--- config.mk ---
export PLATFORM = sky130hd
export DESIGN_NAME = pph_top
export DESIGN_NICKNAME = d
export VERILOG_FILES = /design/src/design/pph_pkg.sv /design/src/design/pph_top.sv /design/src/design/pph_queue_mem.sv /design/src/design/pph_settle.sv
export SDC_FILE = /design/constraint.sdc
export NUM_CORES = 1
export LEC_CHECK = 0
export BUFFER_PORTS_ARGS = -buffer_cell sky130_fd_sc_hd__buf_2
export CAP_MARGIN = 5
export CORE_MARGIN = 2
export CORE_UTILIZATION = 45
export CTS_CLUSTER_SIZE = 30
export DETAILED_ROUTE_END_ITERATION = 10
export PLACE_DENSITY_LB_ADDON = 0.3
export REMOVE_ABC_BUFFERS = 1
export SLEW_MARGIN = 20
export SYNTH_ARGS = -nofsm -noshare
export SYNTH_HDL_FRONTEND = slang
export SYNTH_SLANG_ARGS = --single-unit
--- constraint.sdc ---
create_clock -name mclk -period 6.8 [get_ports mclk]
set_input_delay 0 -clock mclk [delete_from_list [all_inputs] [get_ports mclk]]
set_output_delay 0 -clock mclk [all_outputs]
set_load 0.1 [all_outputs]
--- src/design/pph_pkg.sv ---
/*
 * package for the profile position set-point handshake block: command and
 * status bit positions, mode value, queue sizing, reset values and helpers.
 * assumes it is compiled before every design file that names it.
 */
package pph_pkg;

  // command word bit positions
  localparam int CMD_NEW_TARGET = 4;   // new-target strobe
  localparam int CMD_IMMEDIATE  = 5;   // immediate switch
  localparam int CMD_RELATIVE   = 6;   // relative select
  localparam int CMD_HALT       = 8;   // halt command
  localparam int CMD_PASS       = 9;   // pass-through at target

  // status word bit positions
  localparam int STS_REACHED    = 10;  // goal arrived
  localparam int STS_LIMIT      = 11;  // range limit active
  localparam int STS_ACCEPTED   = 12;  // target accepted
  localparam int STS_TRACKING   = 13;  // tracking fault

  // operating mode value that selects profile position operation
  localparam logic [7:0] MODE_PROFILE_POSITION = 8'h01;

  // target queue sizing
  localparam int QUEUE_SLOTS      = 3;   // further targets held
  localparam int QUEUE_ADDR_W     = 2;   // memory address width
  localparam int QUEUE_DEPTH      = 4;   // memory entries
  localparam int POS_W            = 32;  // position width
  localparam int ENTRY_W          = 33;  // position plus pass-through flag

  // reset values
  localparam logic [15:0] STATUS_RESET = 16'h0400;  // idle: goal arrived
  localparam logic [31:0] TARGET_RESET = 32'h00000000;
  localparam logic [15:0] DWELL_RESET  = 16'h0000;

  // operating states of the movement sequencer
  typedef enum logic [1:0] {
    PPH_IDLE,
    PPH_MOVE,
    PPH_SETTLE
  } pph_state_t;

  // magnitude of the difference of two signed positions
  function automatic logic [31:0] abs_diff(input logic signed [31:0] a,
                                           input logic signed [31:0] b);
    logic signed [31:0] d;
    d = a - b;
    abs_diff = d[31] ? 32'(-d) : 32'(d);
  endfunction

endpackage

--- src/design/pph_top.sv ---
/*
 * set-point handshake and sequencing for profile position operation:
 * strobe edge detection, target queue, immediate and pass-through switching,
 * halt and resume, range supervision and status word.
 * assumes command word, target and feedback come from logic on mclk;
 * only the limit switch pins come from outside and are synchronised.
 */
`timescale 1ns/1ps
module pph_top (
  // clock, reset, enable
  input  wire logic               mclk,
  input  wire logic               reset,
  input  wire logic               clk_en,
  // controller command side
  input  wire logic [15:0]        motion_command_word,
  input  wire logic signed [31:0] target_position,
  input  wire logic [7:0]         operating_mode,
  input  wire logic               operation_enabled,
  // supervision settings
  input  wire logic signed [31:0] soft_limit_min,
  input  wire logic signed [31:0] soft_limit_max,
  input  wire logic [31:0]        position_window,
  input  wire logic [15:0]        window_time_cycles,
  input  wire logic [31:0]        tracking_window,
  // profile generator and position loop feedback
  input  wire logic signed [31:0] demand_position,
  input  wire logic signed [31:0] actual_position,
  input  wire logic               demand_done,
  input  wire logic               axis_standstill,
  // limit switch pins
  input  wire logic               limit_pos_pin,
  input  wire logic               limit_neg_pin,
  // status back to controller
  output logic [15:0]             motion_status_word,
  // orders to profile generator
  output logic signed [31:0]      move_target,
  output logic                    move_start,
  output logic                    move_blend,
  output logic                    move_halt
);

  // command fields
  logic cmd_new;        // new-target strobe level
  logic cmd_immediate;  // immediate switch
  logic cmd_relative;   // relative select
  logic cmd_halt;       // halt command
  logic cmd_pass;       // pass-through

  assign cmd_new       = motion_command_word[pph_pkg::CMD_NEW_TARGET];
  assign cmd_immediate = motion_command_word[pph_pkg::CMD_IMMEDIATE];
  assign cmd_relative  = motion_command_word[pph_pkg::CMD_RELATIVE];
  assign cmd_halt      = motion_command_word[pph_pkg::CMD_HALT];
  assign cmd_pass      = motion_command_word[pph_pkg::CMD_PASS];

  // state
  pph_pkg::pph_state_t          state;         // sequencer state
  logic                         strobe_prev;   // strobe one cycle ago
  logic                         halt_prev;     // halt one cycle ago
  logic signed [31:0]           last_target;   // base for relative targets
  logic [2:0]                   q_count;       // queued targets
  logic [pph_pkg::QUEUE_ADDR_W-1:0] q_wr;      // queue write pointer
  logic [pph_pkg::QUEUE_ADDR_W-1:0] q_rd;      // queue read pointer
  logic                         q_busy;        // read data settling
  logic [pph_pkg::ENTRY_W-1:0]  q_head;        // registered head entry
  logic                         accepted;      // accepted status bit
  logic                         limit_active;  // range stop latched
  logic [1:0]                   sync_a;        // first synchroniser stage
  logic [1:0]                   sync_b;        // synchronised limit pins
  logic                         settled;       // dwell done

  // decode
  logic                         mode_ok;       // mode selected and enabled
  logic                         strobe_rise;   // qualified rising edge
  logic                         q_full;        // no free slot
  logic                         take;          // a target is accepted
  logic                         go_direct;     // accepted target starts now
  logic                         push;          // accepted target queued
  logic                         head_ok;       // head entry usable
  logic                         pop;           // head entry starts now
  logic                         resume;        // halt withdrawn mid move
  logic                         limit_hit;     // move runs into a limit
  logic signed [31:0]           raw_target;    // target before clamping
  logic signed [31:0]           next_target;   // clamped absolute target
  logic                         next_reached;  // goal arrived status

  assign mode_ok = (operating_mode == pph_pkg::MODE_PROFILE_POSITION) && operation_enabled;

  // edge detect
  // a rise is the strobe high now and low on the previous sample
  assign strobe_rise = cmd_new && !strobe_prev && mode_ok;

  // full queue
  // a rise that finds no free slot is dropped
  assign q_full = (q_count == 3'(pph_pkg::QUEUE_SLOTS));
  assign take   = strobe_rise && !q_full;

  // direct start
  // idle with nothing queued, or immediate switch, starts at once
  assign go_direct = take && (cmd_immediate || (state == pph_pkg::PPH_IDLE && q_count == 3'h0));
  assign push      = take && !go_direct;

  // queue advance
  // plain entries wait for idle, pass-through entries leave at demand end
  assign head_ok = (q_count != 3'h0) && !q_busy && !go_direct && !limit_hit;
  assign pop     = head_ok && !cmd_halt &&
                   ((state == pph_pkg::PPH_IDLE) ||
                    (q_head[pph_pkg::POS_W] && demand_done));

  // resume
  // withdrawing halt restarts toward the target still held
  assign resume = halt_prev && !cmd_halt && (state != pph_pkg::PPH_IDLE) && !pop;

  // range stop
  // a switch in the direction of travel ends the move
  assign limit_hit = (state != pph_pkg::PPH_IDLE) &&
                     ((sync_b[0] && (move_target > actual_position)) ||
                      (sync_b[1] && (move_target < actual_position)));

  // relative target
  // relative values add to the last accepted target
  assign raw_target = cmd_relative ? 32'(last_target + target_position) : target_position;

  // software limits
  // targets are clamped into the permitted range
  always_comb begin
    if (raw_target > soft_limit_max) begin
      next_target = soft_limit_max;
    end else if (raw_target < soft_limit_min) begin
      next_target = soft_limit_min;
    end else begin
      next_target = raw_target;
    end
  end

  // limit switch synchronisers, one per pin
  for (genvar i = 0; i < 2; i++) begin : g_sync
    always_ff @(posedge mclk or posedge reset) begin
      if (reset) begin
        sync_a[i] <= 1'b0;
        sync_b[i] <= 1'b0;
      end else if (clk_en) begin
        sync_a[i] <= (i == 0) ? limit_pos_pin : limit_neg_pin;
        sync_b[i] <= sync_a[i];
      end
    end
  end

  // previous samples of strobe and halt
  always_ff @(posedge mclk or posedge reset) begin
    if (reset) begin
      strobe_prev <= 1'b0;
      halt_prev   <= 1'b0;
    end else if (clk_en) begin
      strobe_prev <= cmd_new;
      halt_prev   <= cmd_halt && mode_ok;
    end
  end

  // last accepted target, base of relative moves
  always_ff @(posedge mclk or posedge reset) begin
    if (reset) begin
      last_target <= pph_pkg::TARGET_RESET;
    end else if (clk_en && take) begin
      last_target <= next_target;
    end
  end

  // queue pointers
  // up to three entries wait behind the running move
  always_ff @(posedge mclk or posedge reset) begin
    if (reset) begin
      q_count <= 3'h0;
      q_wr    <= '0;
      q_rd    <= '0;
      q_busy  <= 1'b0;
    end else if (clk_en) begin
      q_busy <= push || pop || go_direct || limit_hit;
      if ((go_direct && cmd_immediate) || limit_hit) begin
        // immediate switch or range stop discards the queue
        q_count <= 3'h0;
        q_wr    <= '0;
        q_rd    <= '0;
      end else begin
        if (push) begin
          q_wr <= q_wr + 2'h1;
        end
        if (pop) begin
          q_rd <= q_rd + 2'h1;
        end
        q_count <= q_count + 3'(push) - 3'(pop);
      end
    end
  end

  // target queue storage
  pph_queue_mem u_queue (
    .mclk    (mclk),
    .reset   (reset),
    .clk_en  (clk_en),
    .wr_en   (push),
    .wr_addr (q_wr),
    .wr_data ({cmd_pass, next_target}),
    .rd_addr (q_rd),
    .rd_data (q_head)
  );

  // sequencer
  // a move ends through demand done and the dwell, or at once on a range stop or when mode_ok drops
  always_ff @(posedge mclk or posedge reset) begin
    if (reset) begin
      state <= pph_pkg::PPH_IDLE;
    end else if (clk_en) begin
      if (go_direct || pop) begin
        state <= pph_pkg::PPH_MOVE;
      end else if (limit_hit || !mode_ok) begin
        state <= pph_pkg::PPH_IDLE;
      end else begin
        unique case (state)
          pph_pkg::PPH_IDLE: begin
            state <= pph_pkg::PPH_IDLE;
          end
          pph_pkg::PPH_MOVE: begin
            // profile finished and not halted
            if (demand_done && !cmd_halt) begin
              state <= pph_pkg::PPH_SETTLE;
            end
          end
          pph_pkg::PPH_SETTLE: begin
            if (settled) begin
              state <= pph_pkg::PPH_IDLE;
            end else if (cmd_halt) begin
              state <= pph_pkg::PPH_MOVE;
            end
          end
        endcase
      end
    end
  end

  // dwell inside the position window
  pph_settle u_settle (
    .mclk               (mclk),
    .reset              (reset),
    .clk_en             (clk_en),
    .arm                (state == pph_pkg::PPH_SETTLE),
    .actual_position    (actual_position),
    .goal_position      (move_target),
    .position_window    (position_window),
    .window_time_cycles (window_time_cycles),
    .settled            (settled)
  );

  // orders to the profile generator
  // start pulses carry the target and the blend choice
  always_ff @(posedge mclk or posedge reset) begin
    if (reset) begin
      move_target <= pph_pkg::TARGET_RESET;
      move_start  <= 1'b0;
      move_blend  <= 1'b0;
      move_halt   <= 1'b0;
    end else if (clk_en) begin
      move_start <= go_direct || pop || resume;
      move_halt  <= (cmd_halt && mode_ok) || limit_hit;
      if (go_direct) begin
        move_target <= next_target;
        move_blend  <= 1'b0;
      end else if (pop) begin
        move_target <= q_head[pph_pkg::POS_W-1:0];
        move_blend  <= q_head[pph_pkg::POS_W];
      end
    end
  end

  // accepted bit
  // set on load, cleared once strobe is low and a slot is free
  always_ff @(posedge mclk or posedge reset) begin
    if (reset) begin
      accepted <= 1'b0;
    end else if (clk_en) begin
      if (take) begin
        accepted <= 1'b1;
      end else if (!cmd_new && !q_full) begin
        accepted <= 1'b0;
      end
    end
  end

  // range flag
  // held until the next accepted target
  always_ff @(posedge mclk or posedge reset) begin
    if (reset) begin
      limit_active <= 1'b0;
    end else if (clk_en) begin
      if (limit_hit) begin
        limit_active <= 1'b1;
      end else if (take) begin
        limit_active <= 1'b0;
      end
    end
  end

  // goal arrived
  // halt reports standstill, otherwise idle with nothing queued
  always_comb begin
    if (cmd_halt && mode_ok) begin
      next_reached = axis_standstill;
    end else begin
      next_reached = (state == pph_pkg::PPH_IDLE) && (q_count == 3'h0) && !go_direct;
    end
  end

  // status word
  // tracking fault follows the demand-to-actual deviation
  always_ff @(posedge mclk or posedge reset) begin
    if (reset) begin
      motion_status_word <= pph_pkg::STATUS_RESET;
    end else if (clk_en) begin
      motion_status_word <= '0;
      motion_status_word[pph_pkg::STS_REACHED]  <= next_reached;
      motion_status_word[pph_pkg::STS_LIMIT]    <= limit_active || limit_hit;
      motion_status_word[pph_pkg::STS_ACCEPTED] <= take || (accepted && (cmd_new || q_full));
      motion_status_word[pph_pkg::STS_TRACKING] <=
        pph_pkg::abs_diff(demand_position, actual_position) > tracking_window;
    end
  end
endmodule

--- src/design/pph_queue_mem.sv ---
/*
 * small memory that holds queued targets with their pass-through flag.
 * assumes one writer and one reader on mclk; read data are registered,
 * so a just written entry is readable two edges later.
 */
`timescale 1ns/1ps
module pph_queue_mem (
  // clock and reset
  input  wire logic                         mclk,
  input  wire logic                         reset,
  input  wire logic                         clk_en,
  // write side
  input  wire logic                         wr_en,
  input  wire logic [pph_pkg::QUEUE_ADDR_W-1:0] wr_addr,
  input  wire logic [pph_pkg::ENTRY_W-1:0]  wr_data,
  // read side
  input  wire logic [pph_pkg::QUEUE_ADDR_W-1:0] rd_addr,
  output logic      [pph_pkg::ENTRY_W-1:0]  rd_data
);

  // storage array, no reset needed for data
  logic [pph_pkg::ENTRY_W-1:0] mem [pph_pkg::QUEUE_DEPTH];

  // write port
  always_ff @(posedge mclk) begin
    if (clk_en && wr_en) begin
      mem[wr_addr] <= wr_data;
    end
  end

  // registered read port
  always_ff @(posedge mclk or posedge reset) begin
    if (reset) begin
      rd_data <= '0;
    end else if (clk_en) begin
      rd_data <= mem[rd_addr];
    end
  end

endmodule

--- src/design/pph_settle.sv ---
/*
 * dwell timer: reports arrival once the actual position has stayed inside
 * the position window for the window time while armed.
 * assumes positions and settings come from logic on mclk.
 */
`timescale 1ns/1ps
module pph_settle (
  // clock and reset
  input  wire logic               mclk,
  input  wire logic               reset,
  input  wire logic               clk_en,
  // control
  input  wire logic               arm,
  // positions and window
  input  wire logic signed [31:0] actual_position,
  input  wire logic signed [31:0] goal_position,
  input  wire logic [31:0]        position_window,
  input  wire logic [15:0]        window_time_cycles,
  // result
  output logic                    settled
);

  logic [15:0] dwell;      // cycles spent inside the window
  logic        in_window;  // axis inside the window this cycle

  assign in_window = pph_pkg::abs_diff(actual_position, goal_position) <= position_window;

  // dwell counter, restarts whenever the axis leaves the window
  always_ff @(posedge mclk or posedge reset) begin
    if (reset) begin
      dwell   <= pph_pkg::DWELL_RESET;
      settled <= 1'b0;
    end else if (clk_en) begin
      if (!arm || !in_window) begin
        // out of window or not waiting
        dwell   <= pph_pkg::DWELL_RESET;
        settled <= 1'b0;
      end else if (dwell >= window_time_cycles) begin
        // window time has elapsed
        settled <= 1'b1;
      end else begin
        dwell <= dwell + 16'h0001;
      end
    end
  end

endmodule

Yosys cells after proc, flatten, opt, wreduce, memory -nomap -nowiden

Memory sizes are Yosys's and may differ from the RTL's. A register that Yosys moved wholly into a read port is not among the register bits.
Index checks and enable logic that the tools add are counted.

RAM bits: 132
Input bits: 272
Output and inout bits: 51
Register bits after elaboration: 106
Memories: 1
Word-level logic and storage cells: 148

Mux-type cells: 31
Reduce and logical (&&, ||, !) cells: 71
Order comparisons: 7
Equal/unequal tests: 7
$add $sub $neg: 10

Memories:

| memory      | depth | width | read ports | clocked after Yosys merged registers in | wr ports | RTL line            | RTL |
|---|---|---|---|---|---|---|---|
| u_queue.mem | 4     | 33    | 1          | 1                                       | 1        | pph_queue_mem.sv:22 | `logic [pph_pkg::ENTRY_W-1:0] mem [pph_pkg::QUEUE_DEPTH];` |

Operator list:

| operator                                                         | number |
|---|---|
| 32-bit two-way mux                                               | 7 |
| 32-bit > comparator                                              | 3 |
| 32-bit < comparator                                              | 2 |
| 32-bit negation                                                  | 2 |
| 32-bit subtractor                                                | 2 |
| 32-bit adder                                                     | 1 |
| 32-bit <= comparator                                             | 1 |
| 16-bit two-way mux                                               | 2 |
| 1-bit logical AND                                                | 27 |
| 2-bit two-way mux                                                | 9 |
| 16-bit by 1-bit adder with 16-bit output (second input constant) | 1 |
| 16-bit >= comparator                                             | 1 |
| 1-bit logical OR                                                 | 15 |
| 2-bit AND reduction                                              | 7 |
| 2-bit nonzero test                                               | 7 |
| 1-bit logical NOT                                                | 11 |
| 1-bit two-way mux                                                | 11 |
| 8-bit by 1-bit == test with 1-bit output (second input constant) | 1 |
| 2-bit one-hot mux with 3 select lines                            | 1 |
| 5-bit != test (second input constant)                            | 1 |
| 2-bit by 1-bit adder with 2-bit output (second input constant)   | 2 |
| 4-bit != test (second input constant)                            | 1 |
| 3-bit by 1-bit adder with 3-bit output                           | 1 |
| 3-bit by 2-bit == test with 1-bit output (second input constant) | 1 |
| 9 further kinds                                                  | 9 |

Longest topological paths before layout

Gate-level depths: netlist (run 1).

Word-level depth: 13
Mapped depth: 28
Gate-level depth less buffers: 26

By module

Synthesis (run 1) repeated with hierarchy kept, for this count alone.

Cell total of the unflattened synthesis: 2660
Area total of the unflattened synthesis: 24001.8 um2

By module, submodules not included:

| module        | times used | cells an instance | area each (um2) | sequential area each (um2) |
|---|---|---|---|---|
| pph_top       | 1          | 1633              | 12798.5         | 2228.4 |
| pph_queue_mem | 1          | 324               | 6169.7          | 4789.6 |
| pph_settle    | 1          | 703               | 5033.6          | 425.4 |

Worst setup path after synthesis (run 1)

OpenSTA, ideal clock, no wires.

Path type: reg-to-reg
Start point: reg move_target[0]
End point: reg u_settle.dwell[15]
Clock period less this slack: 6.260 ns
Data required time: 6.723 ns
Arrival time: 6.183 ns
Library setup time: 0.077 ns
Path slack: 0.540 ns
Stages on the path, launching flop included: 23
Buffers on the path: 1
Cell sequence: dfrtp_1 > ha_1 > fa_1 > and2b_1 > o21ai_1 > a21oi_4 > o22ai_1 > mux2_4 > a2111o_1 > nor4b_4 > nand2_1 > or4b_1 > nor4_2 > ha_1 > nand4_1 > nor4_1 > nand2_1 > o221a_2 > a31oi_1 > clkbuf_1 > o2111ai_1 > or3_1 > a21oi_1

Cells in the longest elaborated chain, start to end: 8
Elaborated cells on any way between the ends: 9
Classes of those cells: add/sub: 2; order compare: 1; eq/ne: 1; mux: 2; reduce/logical: 3

Ends and longest elaborated chain:

| what                                                      | RTL line         | RTL |
|---|---|---|
| start: declaration                                        | pph_top.sv:36    | `output logic signed [31:0] move_target,` |
| start signal: assignment                                  | pph_top.sv:257   | `move_target <= pph_pkg::TARGET_RESET;` |
| start signal: assignment                                  | pph_top.sv:265   | `move_target <= next_target;` |
| start signal: assignment                                  | pph_top.sv:268   | `move_target <= q_head[pph_pkg::POS_W-1:0];` |
| 32-bit subtractor *                                       | pph_pkg.sv:47    | `d = a - b;` |
| 32-bit negation                                           | pph_pkg.sv:48    | `abs_diff = d[31] ? 32'(-d) : 32'(d);` |
| 32-bit two-way mux *                                      | pph_pkg.sv:48    |  |
| 32-bit <= comparator *                                    | pph_settle.sv:26 | `assign in_window = pph_pkg::abs_diff(actual_position, goal_position) <= position_window;` |
| 1-bit logical NOT *                                       | pph_settle.sv:34 | `if (!arm \|\| !in_window) begin` |
| 1-bit logical OR *                                        | pph_settle.sv:34 |  |
| 2-bit by 1-bit != test with 1-bit output (no source line) | --               |  |
| 2-bit AND reduction (no source line)                      | --               |  |
| end signal: assignment                                    | pph_settle.sv:31 | `dwell <= pph_pkg::DWELL_RESET;` |
| end signal: assignment                                    | pph_settle.sv:36 | `dwell <= pph_pkg::DWELL_RESET;` |
| end signal: assignment                                    | pph_settle.sv:42 | `dwell <= dwell + 16'h0001;` |
| end: declaration                                          | pph_settle.sv:23 | `logic [15:0] dwell;` |

Every way passes the cells marked *; elsewhere a longest branch is shown, timed or not.
A chain may end at the register's enable or synchronous reset.

Final worst setup path (run 1)

Start point: reg last_target[0]
End point: reg move_target[19]

Cells in the longest elaborated chain, start to end: 6
Elaborated cells on any way between the ends: 7
Classes of those cells: add/sub: 1; order compare: 2; mux: 4

Ends and longest elaborated chain:

| what                     | RTL line       | RTL |
|---|---|---|
| start: declaration       | pph_top.sv:59  | `logic signed [31:0] last_target;` |
| start signal: assignment | pph_top.sv:162 | `last_target <= pph_pkg::TARGET_RESET;` |
| start signal: assignment | pph_top.sv:164 | `last_target <= next_target;` |
| 32-bit adder *           | pph_top.sv:121 | `assign raw_target = cmd_relative ? 32'(last_target + target_position) : target_position;` |
| 32-bit two-way mux *     | pph_top.sv:121 |  |
| 32-bit < comparator      | pph_top.sv:128 | `end else if (raw_target < soft_limit_min) begin` |
| 32-bit two-way mux       | pph_top.sv:128 |  |
| 32-bit two-way mux *     | pph_top.sv:126 | `if (raw_target > soft_limit_max) begin` |
| 32-bit two-way mux *     | pph_top.sv:264 | `if (go_direct) begin` |

Marked as above.

==> results.ini, run 1 <==
[pwr]
pwr-share-comb = 0.582
power_switching_w = 0.003990
pwr_density_cell_nw_per_um2 = 340.1
p_leak_nw = 12.47
switching_share = 0.4506
ir_drop_mv = 0.1786
cell_internal_pwr_w = 0.004865
seqPwrFrac = 0.246
p_clk_frac = 0.172

[synth]
seq_area_frac_synth = 0.3326
synth_area_leaders = edfxtp_1 18%, dfrtp_1 15%, ha_1 14%
synthArstFlopShare = 0.5129
yosys_register_bits = 271
avgSynthCellArea_um2 = 9.255
synth_top_area_share = 0.1771
ys.flop_type = dfrtp_1
yosysWarnings = 0
synthCells = 2418
yosysTopAreaCell = edfxtp_1
syn-cell-area_um2 = 22380
netlist-cell-type-count = 91
synth_edf_count = 132

[sta]
rsz0062_at_grt = no
final.setup_skew_ns = 0.01736
finalHoldViolCount = 0
slew_headroom = 0.2841
slew_violations = 0
setup_viol = 0
tightest_slew_ns = 1.071
fmax_mhz = 153.2
min_period_over_period = 0.9599
period_needed_ns = 6.527
finalSetupTns_ns = 0

[drt]
wire_per_inst_um = 18.88
postRouteAntennaNets = 0
routed_wl_mm = 64.69
drt_iter0_drc = 1669
firstDrtPassIters = 5
vias = 19250
vias_per_cell = 5.619
route.detailed.drc = 0

[setup_path]
critPathMostFrequentCell = a21oi_1
cp.arrival_ns = 6.95
critPathKind = reg -> reg
cp_max_fo = 16
reg2reg_from = last_target[0]$_DFFE_PP0P_
slowest_stage = dlygate4sd3_1
crit_chain = ha_1, fa_1, a21oi_1, o22ai_1, o21ai_0, a31oi_1, a211o_1, a41o_1, a41oi_1, xnor2_1, mux2_2, ha_1, nand4_1, nor2_1, nand3_1, o21bai_1, a31oi_2, buf_4, a21oi_1, a21oi_1, o21ai_0, a22o_1, dlygate4sd3_1
required_ns = 7.22
path_delay_family = compound AO/OA/AOI/OAI gates
worst_setup_path_end_kind = flip-flop
slowest_delay_ns = 0.55
crit_buf_inv = 2
critPathLaunchType = flip-flop
cp-startpoint = last_target[0]$_DFFE_PP0P_

[global_route]
grt.busiest_layer = met2
antenna_found_initial = 1
grt.met1_usage = 0.3266
grt.total_usage = 0.2479
use_met3 = 0.02969
grt_pass1_vias = 19103
overflow = 0
use_met2 = 0.4298
grt_first_pass_wirelength_mm = 100.6
grt_max_degree = 72

[finish]
area_growth_pct = 16.36
fin_area_um2 = 26040
layout-drive-gt1-share = 0.1920
final_nets = 3264
fillCellCount = 4507

[clock_tree]
clk_transition_reported_paths_ns = 0.07
cts_buffers = 28
htreeDepth = 1
clockRootBuffer = clkbuf_16
clock_sinks = 271
post_cts_buffers = 0
clockBufferDepth = 3
cts_tree = built
insertion_delay_ns = 0.54

[die]
dieArea_um2 = 51530
die_w_um = 227.0
core_area_um2 = 49050
die_h_um = 227.0
io_pins = 323
start_util = 0.4562
num_rows = 81

[placed_design]
io_buffers = 299
gp_congestion = 0.9055
place_hpwl_mm = 50.61
placed_cell_area_um2 = 24720

[flow_run]
maxCapViolCount = 0

[hold_path]
hold_start = soft_limit_max[14]
hold_path_class = in -> reg

[status]
status = completed

[area by class of cell]
cell class | instances | area [um^2] | share of cell area
Multi-Input combinational cell | 1798 | 13640 | 0.5239
Sequential cell | 271 | 7446 | 0.2859
Timing Repair Buffer | 382 | 2231 | 0.08567
Inverter | 260 | 980.9 | 0.03767
Tap cell | 664 | 830.8 | 0.03190
Clock buffer | 40 | 797.0 | 0.03061
Clock inverter | 10 | 110.1 | 0.004228
Antenna cell | 1 | 2.502 | 0.00009610
[Yosys cell counts (7+ instances only)]
library cell,n
edfxtp_1,132
nor2b_1,31
ha_1,247
a211oi_1,23
nor4_1,12
nand3b_1,8
dfrtp_1,138
nand2b_1,30
and2_1,16
a2111oi_0,7
o31ai_1,14
inv_1,259
xnor2_1,84
mux4_2,33
and3_1,29
a41oi_1,7
nor3_1,30
a31o_2,7
o21bai_1,12
a31oi_1,32
nand3_1,48
mux2_2,68
nand4_1,44
buf_4,12
buf_1,11
o21a_1,31
o211ai_1,13
or3_1,13
a21o_1,114
clkbuf_1,71
o22ai_1,18
xor2_1,59
o21ai_0,132
mux2i_1,25
nor2_1,137
nand2_1,186
nor3b_1,7
a21oi_1,150
[power by group through the flow]
| stage | sequential (W) | combinational (W) | clock [W] |
|---|---|---|---|
| after global placement | 0.00220 | 0.00495 | 0 |
| after floorplan | 0.00285 | 0.00324 | 0 |
| after detailed placement | 0.00221 | 0.00510 | 0 |
| after CTS | 0.00218 | 0.00514 | 0.00155 |
| after global routing | 0.00221 | 0.00569 | 0.00162 |
| final | 0.00218 | 0.00516 | 0.00152 |
[through the flow]
step | cells | hold WS [ns] | total power, W | util | setup WS, ns
after floorplan | 2329 | 0.05040 | 0.006087 | - | 0.3994
after global placement | 3337 | 0.1488 | 0.007153 | 0.5039 | 0.4626
after detailed placement | 3337 | 0.1637 | 0.007306 | 0.5039 | 0.2936
after CTS | 3425 | 0.007214 | 0.008874 | 0.5301 | 0.2245
after global routing | 3425 | 0.05738 | 0.009518 | 0.5308 | 0.01828
final | 3426 | 0.03363 | 0.008855 | 0.5309 | 0.2727
[cell usage in the layout (no fill, tap or decap), types with 29 or more instances in the layout]
master,Yosys,final
edfxtp_1,132,132
ha_1,247,247
buf_4,12,43
dlygate4sd3_1,0,38
nor2_1,137,137
nor3_1,30,30
xor2_1,59,59
and3_1,29,29
mux4_2,33,33
nand3_1,48,48
inv_1,259,258
a21o_1,114,114
nand4_1,44,44
o21ai_0,132,131
clkbuf_16,0,29
nand2b_1,30,30
nor2b_1,31,30
nand2_1,186,186
buf_2,6,299
dfrtp_1,138,136
a21oi_1,150,150
xnor2_1,84,84
a31oi_1,32,30
mux2_2,68,68
o21a_1,31,31
[routing by layer]
layer  wire length (um)  up-vias
li1                   -     9376
met4               1893        0
met1              28850     9197
met3               3284       96
met2              30660      581
met5                  0        -
[logic make-up after synthesis]
group,count (synthesis),synth area share
compound gates,639,0.1877
xor+xnor,144,0.05669
fa+ha+maj,251,0.1417
buf+inv,360,0.06273
flops,271,0.3326
mux,127,0.07928
other cells,1,0.0001676
simple gates,625,0.1391
[worst paths after layout]
check	slack, ns	endpoint	depth (start not counted)
setup / recovery	0.27	move_target[19]$_DFFE_PP0P_	23
hold / removal	0.03	last_target[14]$_DFFE_PP0P_	6
setup reg to reg	0.27	move_target[19]$_DFFE_PP0P_	23
hold reg to reg	0.48	last_target[15]$_DFFE_PP0P_	2
max in group asynchronous	5.45	last_target[20]$_DFFE_PP0P_	4
min in group asynchronous	0.10	last_target[27]$_DFFE_PP0P_	3
[registers in the layout, indices dropped and copies added, names as in the netlist, 3 cells and up]
| signal | flops |
|---|---|
| u_queue.mem | 132 |
| motion_status_word | 4 |
| u_queue.rd_data | 33 |
| u_settle.dwell | 16 |
| move_target | 32 |
| last_target | 32 |
| q_count | 3 |
[tightest hold or removal path, cell delays in order]
cell     delay (ns)
buf_2          0.10
inv_1          0.08
o22ai_1        0.10
buf_4          0.16
nand2_1        0.05
nand2_1        0.04
[repair_timing]
action,in CTS,in global routing
hold buffers,38,0
resized for setup,0,6
endpoints found under the setup margin,0,17
hold endpoints to repair,178,0
Power figures use the tool's default switching activity.
==> run 2: changes to the inputs <==
--- a/config.mk
+++ b/config.mk
@@ -7,8 +7,8 @@
 export LEC_CHECK = 0
 export BUFFER_PORTS_ARGS = -buffer_cell sky130_fd_sc_hd__buf_2
 export CAP_MARGIN = 5
-export CORE_MARGIN = 2
-export CORE_UTILIZATION = 45
+export CORE_MARGIN = 4
+export CORE_UTILIZATION = 35
 export CTS_CLUSTER_SIZE = 30
 export DETAILED_ROUTE_END_ITERATION = 10
 export PLACE_DENSITY_LB_ADDON = 0.3
==> run 2 against run 1 <==
Highest routed layer unchanged. Via count hardly changed. Combinational power is 2% higher. Total power is 0.61% higher. Sequential share of layout area is 0.50 points lower.
==> results.ini, run 2 (same netlist as run 1, synthesis figures left out) <==
[pwr]
ir_drop_mv = 0.1800  ; +0.78%
pwr_density_cell_nw_per_um2 = 336.2  ; -1.1%
seqPwrFrac = 0.240  ; -0.006
cell_internal_pwr_w = 0.004875  ; +0.20%
switching_share = 0.4529  ; +0.002242
power.total_w = 0.008909  ; +0.61%
pwr-share-comb = 0.589  ; +0.007
power_switching_w = 0.004035  ; +1.1%
p_clk_frac = 0.171  ; about the same
p_leak_nw = 12.63  ; +1.3%

[setup_path]
slowest_delay_ns = 0.55  ; about the same
crit_buf_inv = 4  ; +2
required_ns = 7.23  ; about the same
cp_max_fo = 17  ; +1
worst_setup_path_end_kind = flip-flop
path_delay_family = compound AO/OA/AOI/OAI gates
cp.arrival_ns = 6.80  ; -0.15 ns
critPathLaunchType = flip-flop
critPathKind = reg -> reg
slowest_stage = dlygate4sd3_1

[global_route]
grt_max_degree = 73  ; +1.4%
grt.total_usage = 0.1979  ; -0.05000
antenna_found_initial = 4  ; +3
overflow = 0  ; unchanged
grt_pass1_vias = 19336  ; +1.2%
grt_first_pass_wirelength_mm = 107.0  ; +6.4%

[sta]
fin_ws_ns = 0.4213  ; +0.1486 ns
fmax_mhz = 156.8  ; +2.3%
setup_viol = 0  ; unchanged
period_needed_ns = 6.379  ; -0.1486 ns
slew_headroom = 0.3515  ; +0.06740
whs_ns = 0.03285  ; -0.0007785 ns
min_period_over_period = 0.9380  ; -0.02186
rsz0062_at_grt = no
finalSetupTns_ns = 0  ; unchanged
final.setup_skew_ns = 0.01672  ; -0.0006397 ns
slew_violations = 0  ; unchanged
tightest_slew_ns = 0.9703  ; -0.1008 ns
finalHoldViolCount = 0  ; unchanged

[die]
die_w_um = 260.9  ; +15%
io_pins = 323  ; unchanged
num_rows = 92  ; +14%
die_h_um = 260.9  ; +15%
core_area_um2 = 63200  ; +29%
dieArea_um2 = 68050  ; +32%
start_util = 0.3541  ; -0.1021

[finish]
largest_register = u_queue.mem
fillCellCount = 6262  ; +39%
multiInputGateArea_um2 = 13630  ; about the same
seq_area_um2 = 7445  ; about the same
final_nets = 3295  ; +0.95%
largestRegisters = u_queue.mem x132, u_queue.rd_data x33
area_growth_pct = 18.43
largest_reg_flops = 132  ; unchanged
final_common_cell = buf_2
final_cell_mix = 299 x buf_2, 258 x inv_1, 247 x ha_1
layout-drive-gt1-share = 0.2005  ; +0.008542

[clock_tree]
clockRootBuffer = clkbuf_16
insertion_delay_ns = 0.54  ; about the same
clk_transition_reported_paths_ns = 0.07  ; about the same
post_cts_buffers = 0  ; unchanged
cts_tree = built
cts_buffers = 27  ; -3.6%
htreeDepth = 1  ; unchanged
clock_sinks = 271  ; unchanged
clockBufferDepth = 3  ; unchanged

[placed_design]
place_hpwl_mm = 55.60  ; +9.9%
dp_slack_ns = 0.3388  ; +0.04520 ns
io_buffers = 299  ; unchanged
gp_congestion = 0.8993  ; -0.68%

[drt]
vias_per_cell = 5.280  ; -6.0%
postRouteAntennaNets = 0  ; unchanged
vias = 19236  ; -0.073%
route.detailed.drc = 0  ; unchanged
drt_iter0_drc = 1060  ; -36%
wire_per_inst_um = 19.07  ; +1.0%
routed_wl_mm = 69.48  ; +7.4%
firstDrtPassIters = 5  ; unchanged

[hold_path]
hold_path_class = in -> reg

[status]
status = completed

[flow_run]
maxCapViolCount = 0  ; unchanged

[run 2: routing by layer]
layer | up-vias | track usage | part of all wire
met3 | 80 | 0.01941 | 0.047
li1 | 9443 | - | -
met4 | 0 | 0.04905 | 0.025
met5 | - | 0 | 0
met2 | 505 | 0.3428 | 0.48
met1 | 9208 | 0.2662 | 0.45
[run 2: repair_timing]
| action | CTS | global route |
|---|---|---|
| hold buffers | 41 | 0 |
| setup endpoints to repair | 0 | 13 |
| resized for setup | 0 | 6 |
| hold endpoints to repair | 189 | 0 |
[run 2: cell type report]
class | instances | area share
clock buffer | 34 | 0.02724
multi-input combinational | 1798 | 0.5144
tap | 846 | 0.03994
sequential | 271 | 0.2809
inverter | 260 | 0.03701
timing repair buffer | 414 | 0.09338
antenna | 4 | 0.0003777
clock inverter | 16 | 0.006751
[run 2: path summary, 6_finish.rpt]
path                                               startpoint                                  to  slack, ns  cells after the start
min reg2reg                motion_status_word[10]$_DFFE_PP1P_  motion_status_word[10]$_DFFE_PP1P_       0.49                      2
max                                last_target[0]$_DFFE_PP0P_         move_target[19]$_DFFE_PP0P_       0.42                     26
min in group asynchronous                               reset         last_target[28]$_DFFE_PP0P_       0.10                      3
min                                        soft_limit_max[14]         last_target[14]$_DFFE_PP0P_       0.03                      6
max in group asynchronous                               reset      u_queue.rd_data[1]$_DFFE_PP0P_       5.23                      4
max reg2reg                        last_target[0]$_DFFE_PP0P_         move_target[19]$_DFFE_PP0P_       0.42                     26
[run 2: worst reg2reg max path, cell delays in order, from the launching register on]
cell	delay (ns)
dfrtp_1	0.39
ha_1	0.23
fa_1	0.40
a21oi_1	0.22
o22ai_1	0.14
o21ai_1	0.24
a31oi_1	0.26
a211o_1	0.38
a41o_1	0.30
a41oi_1	0.28
xnor2_1	0.08
mux2_2	0.31
ha_1	0.31
nand4_1	0.10
nor2_1	0.07
nand3_1	0.21
nor4_1	0.10
buf_4	0.16
a21o_1	0.16
buf_4	0.13
a31oi_2	0.41
buf_4	0.34
a21oi_1	0.09
a21oi_1	0.13
o21ai_0	0.09
a22o_1	0.19
dlygate4sd3_1	0.55
[run 2: power groups by stage]
stage / logic (W) / registers (W) / clock network (W)
floorplan: 0.00324 / 0.00285 / 0
global placement: 0.00512 / 0.00216 / 0
detailed placement: 0.00523 / 0.00217 / 0
CTS: 0.00527 / 0.00214 / 0.00156
global route: 0.00583 / 0.00217 / 0.00164
finish: 0.00525 / 0.00214 / 0.00152
[run 2: per-stage QoR]
stage	utilization	std cells	area (um^2)
4_1_cts	0.4189	3639	26470
6_report	0.4194	3643	26500
2_1_floorplan	-	2329	21990
3_3_place_gp	0.3981	3548	25160
5_1_grt	0.4194	3643	26500
3_5_place_dp	0.3981	3548	25160
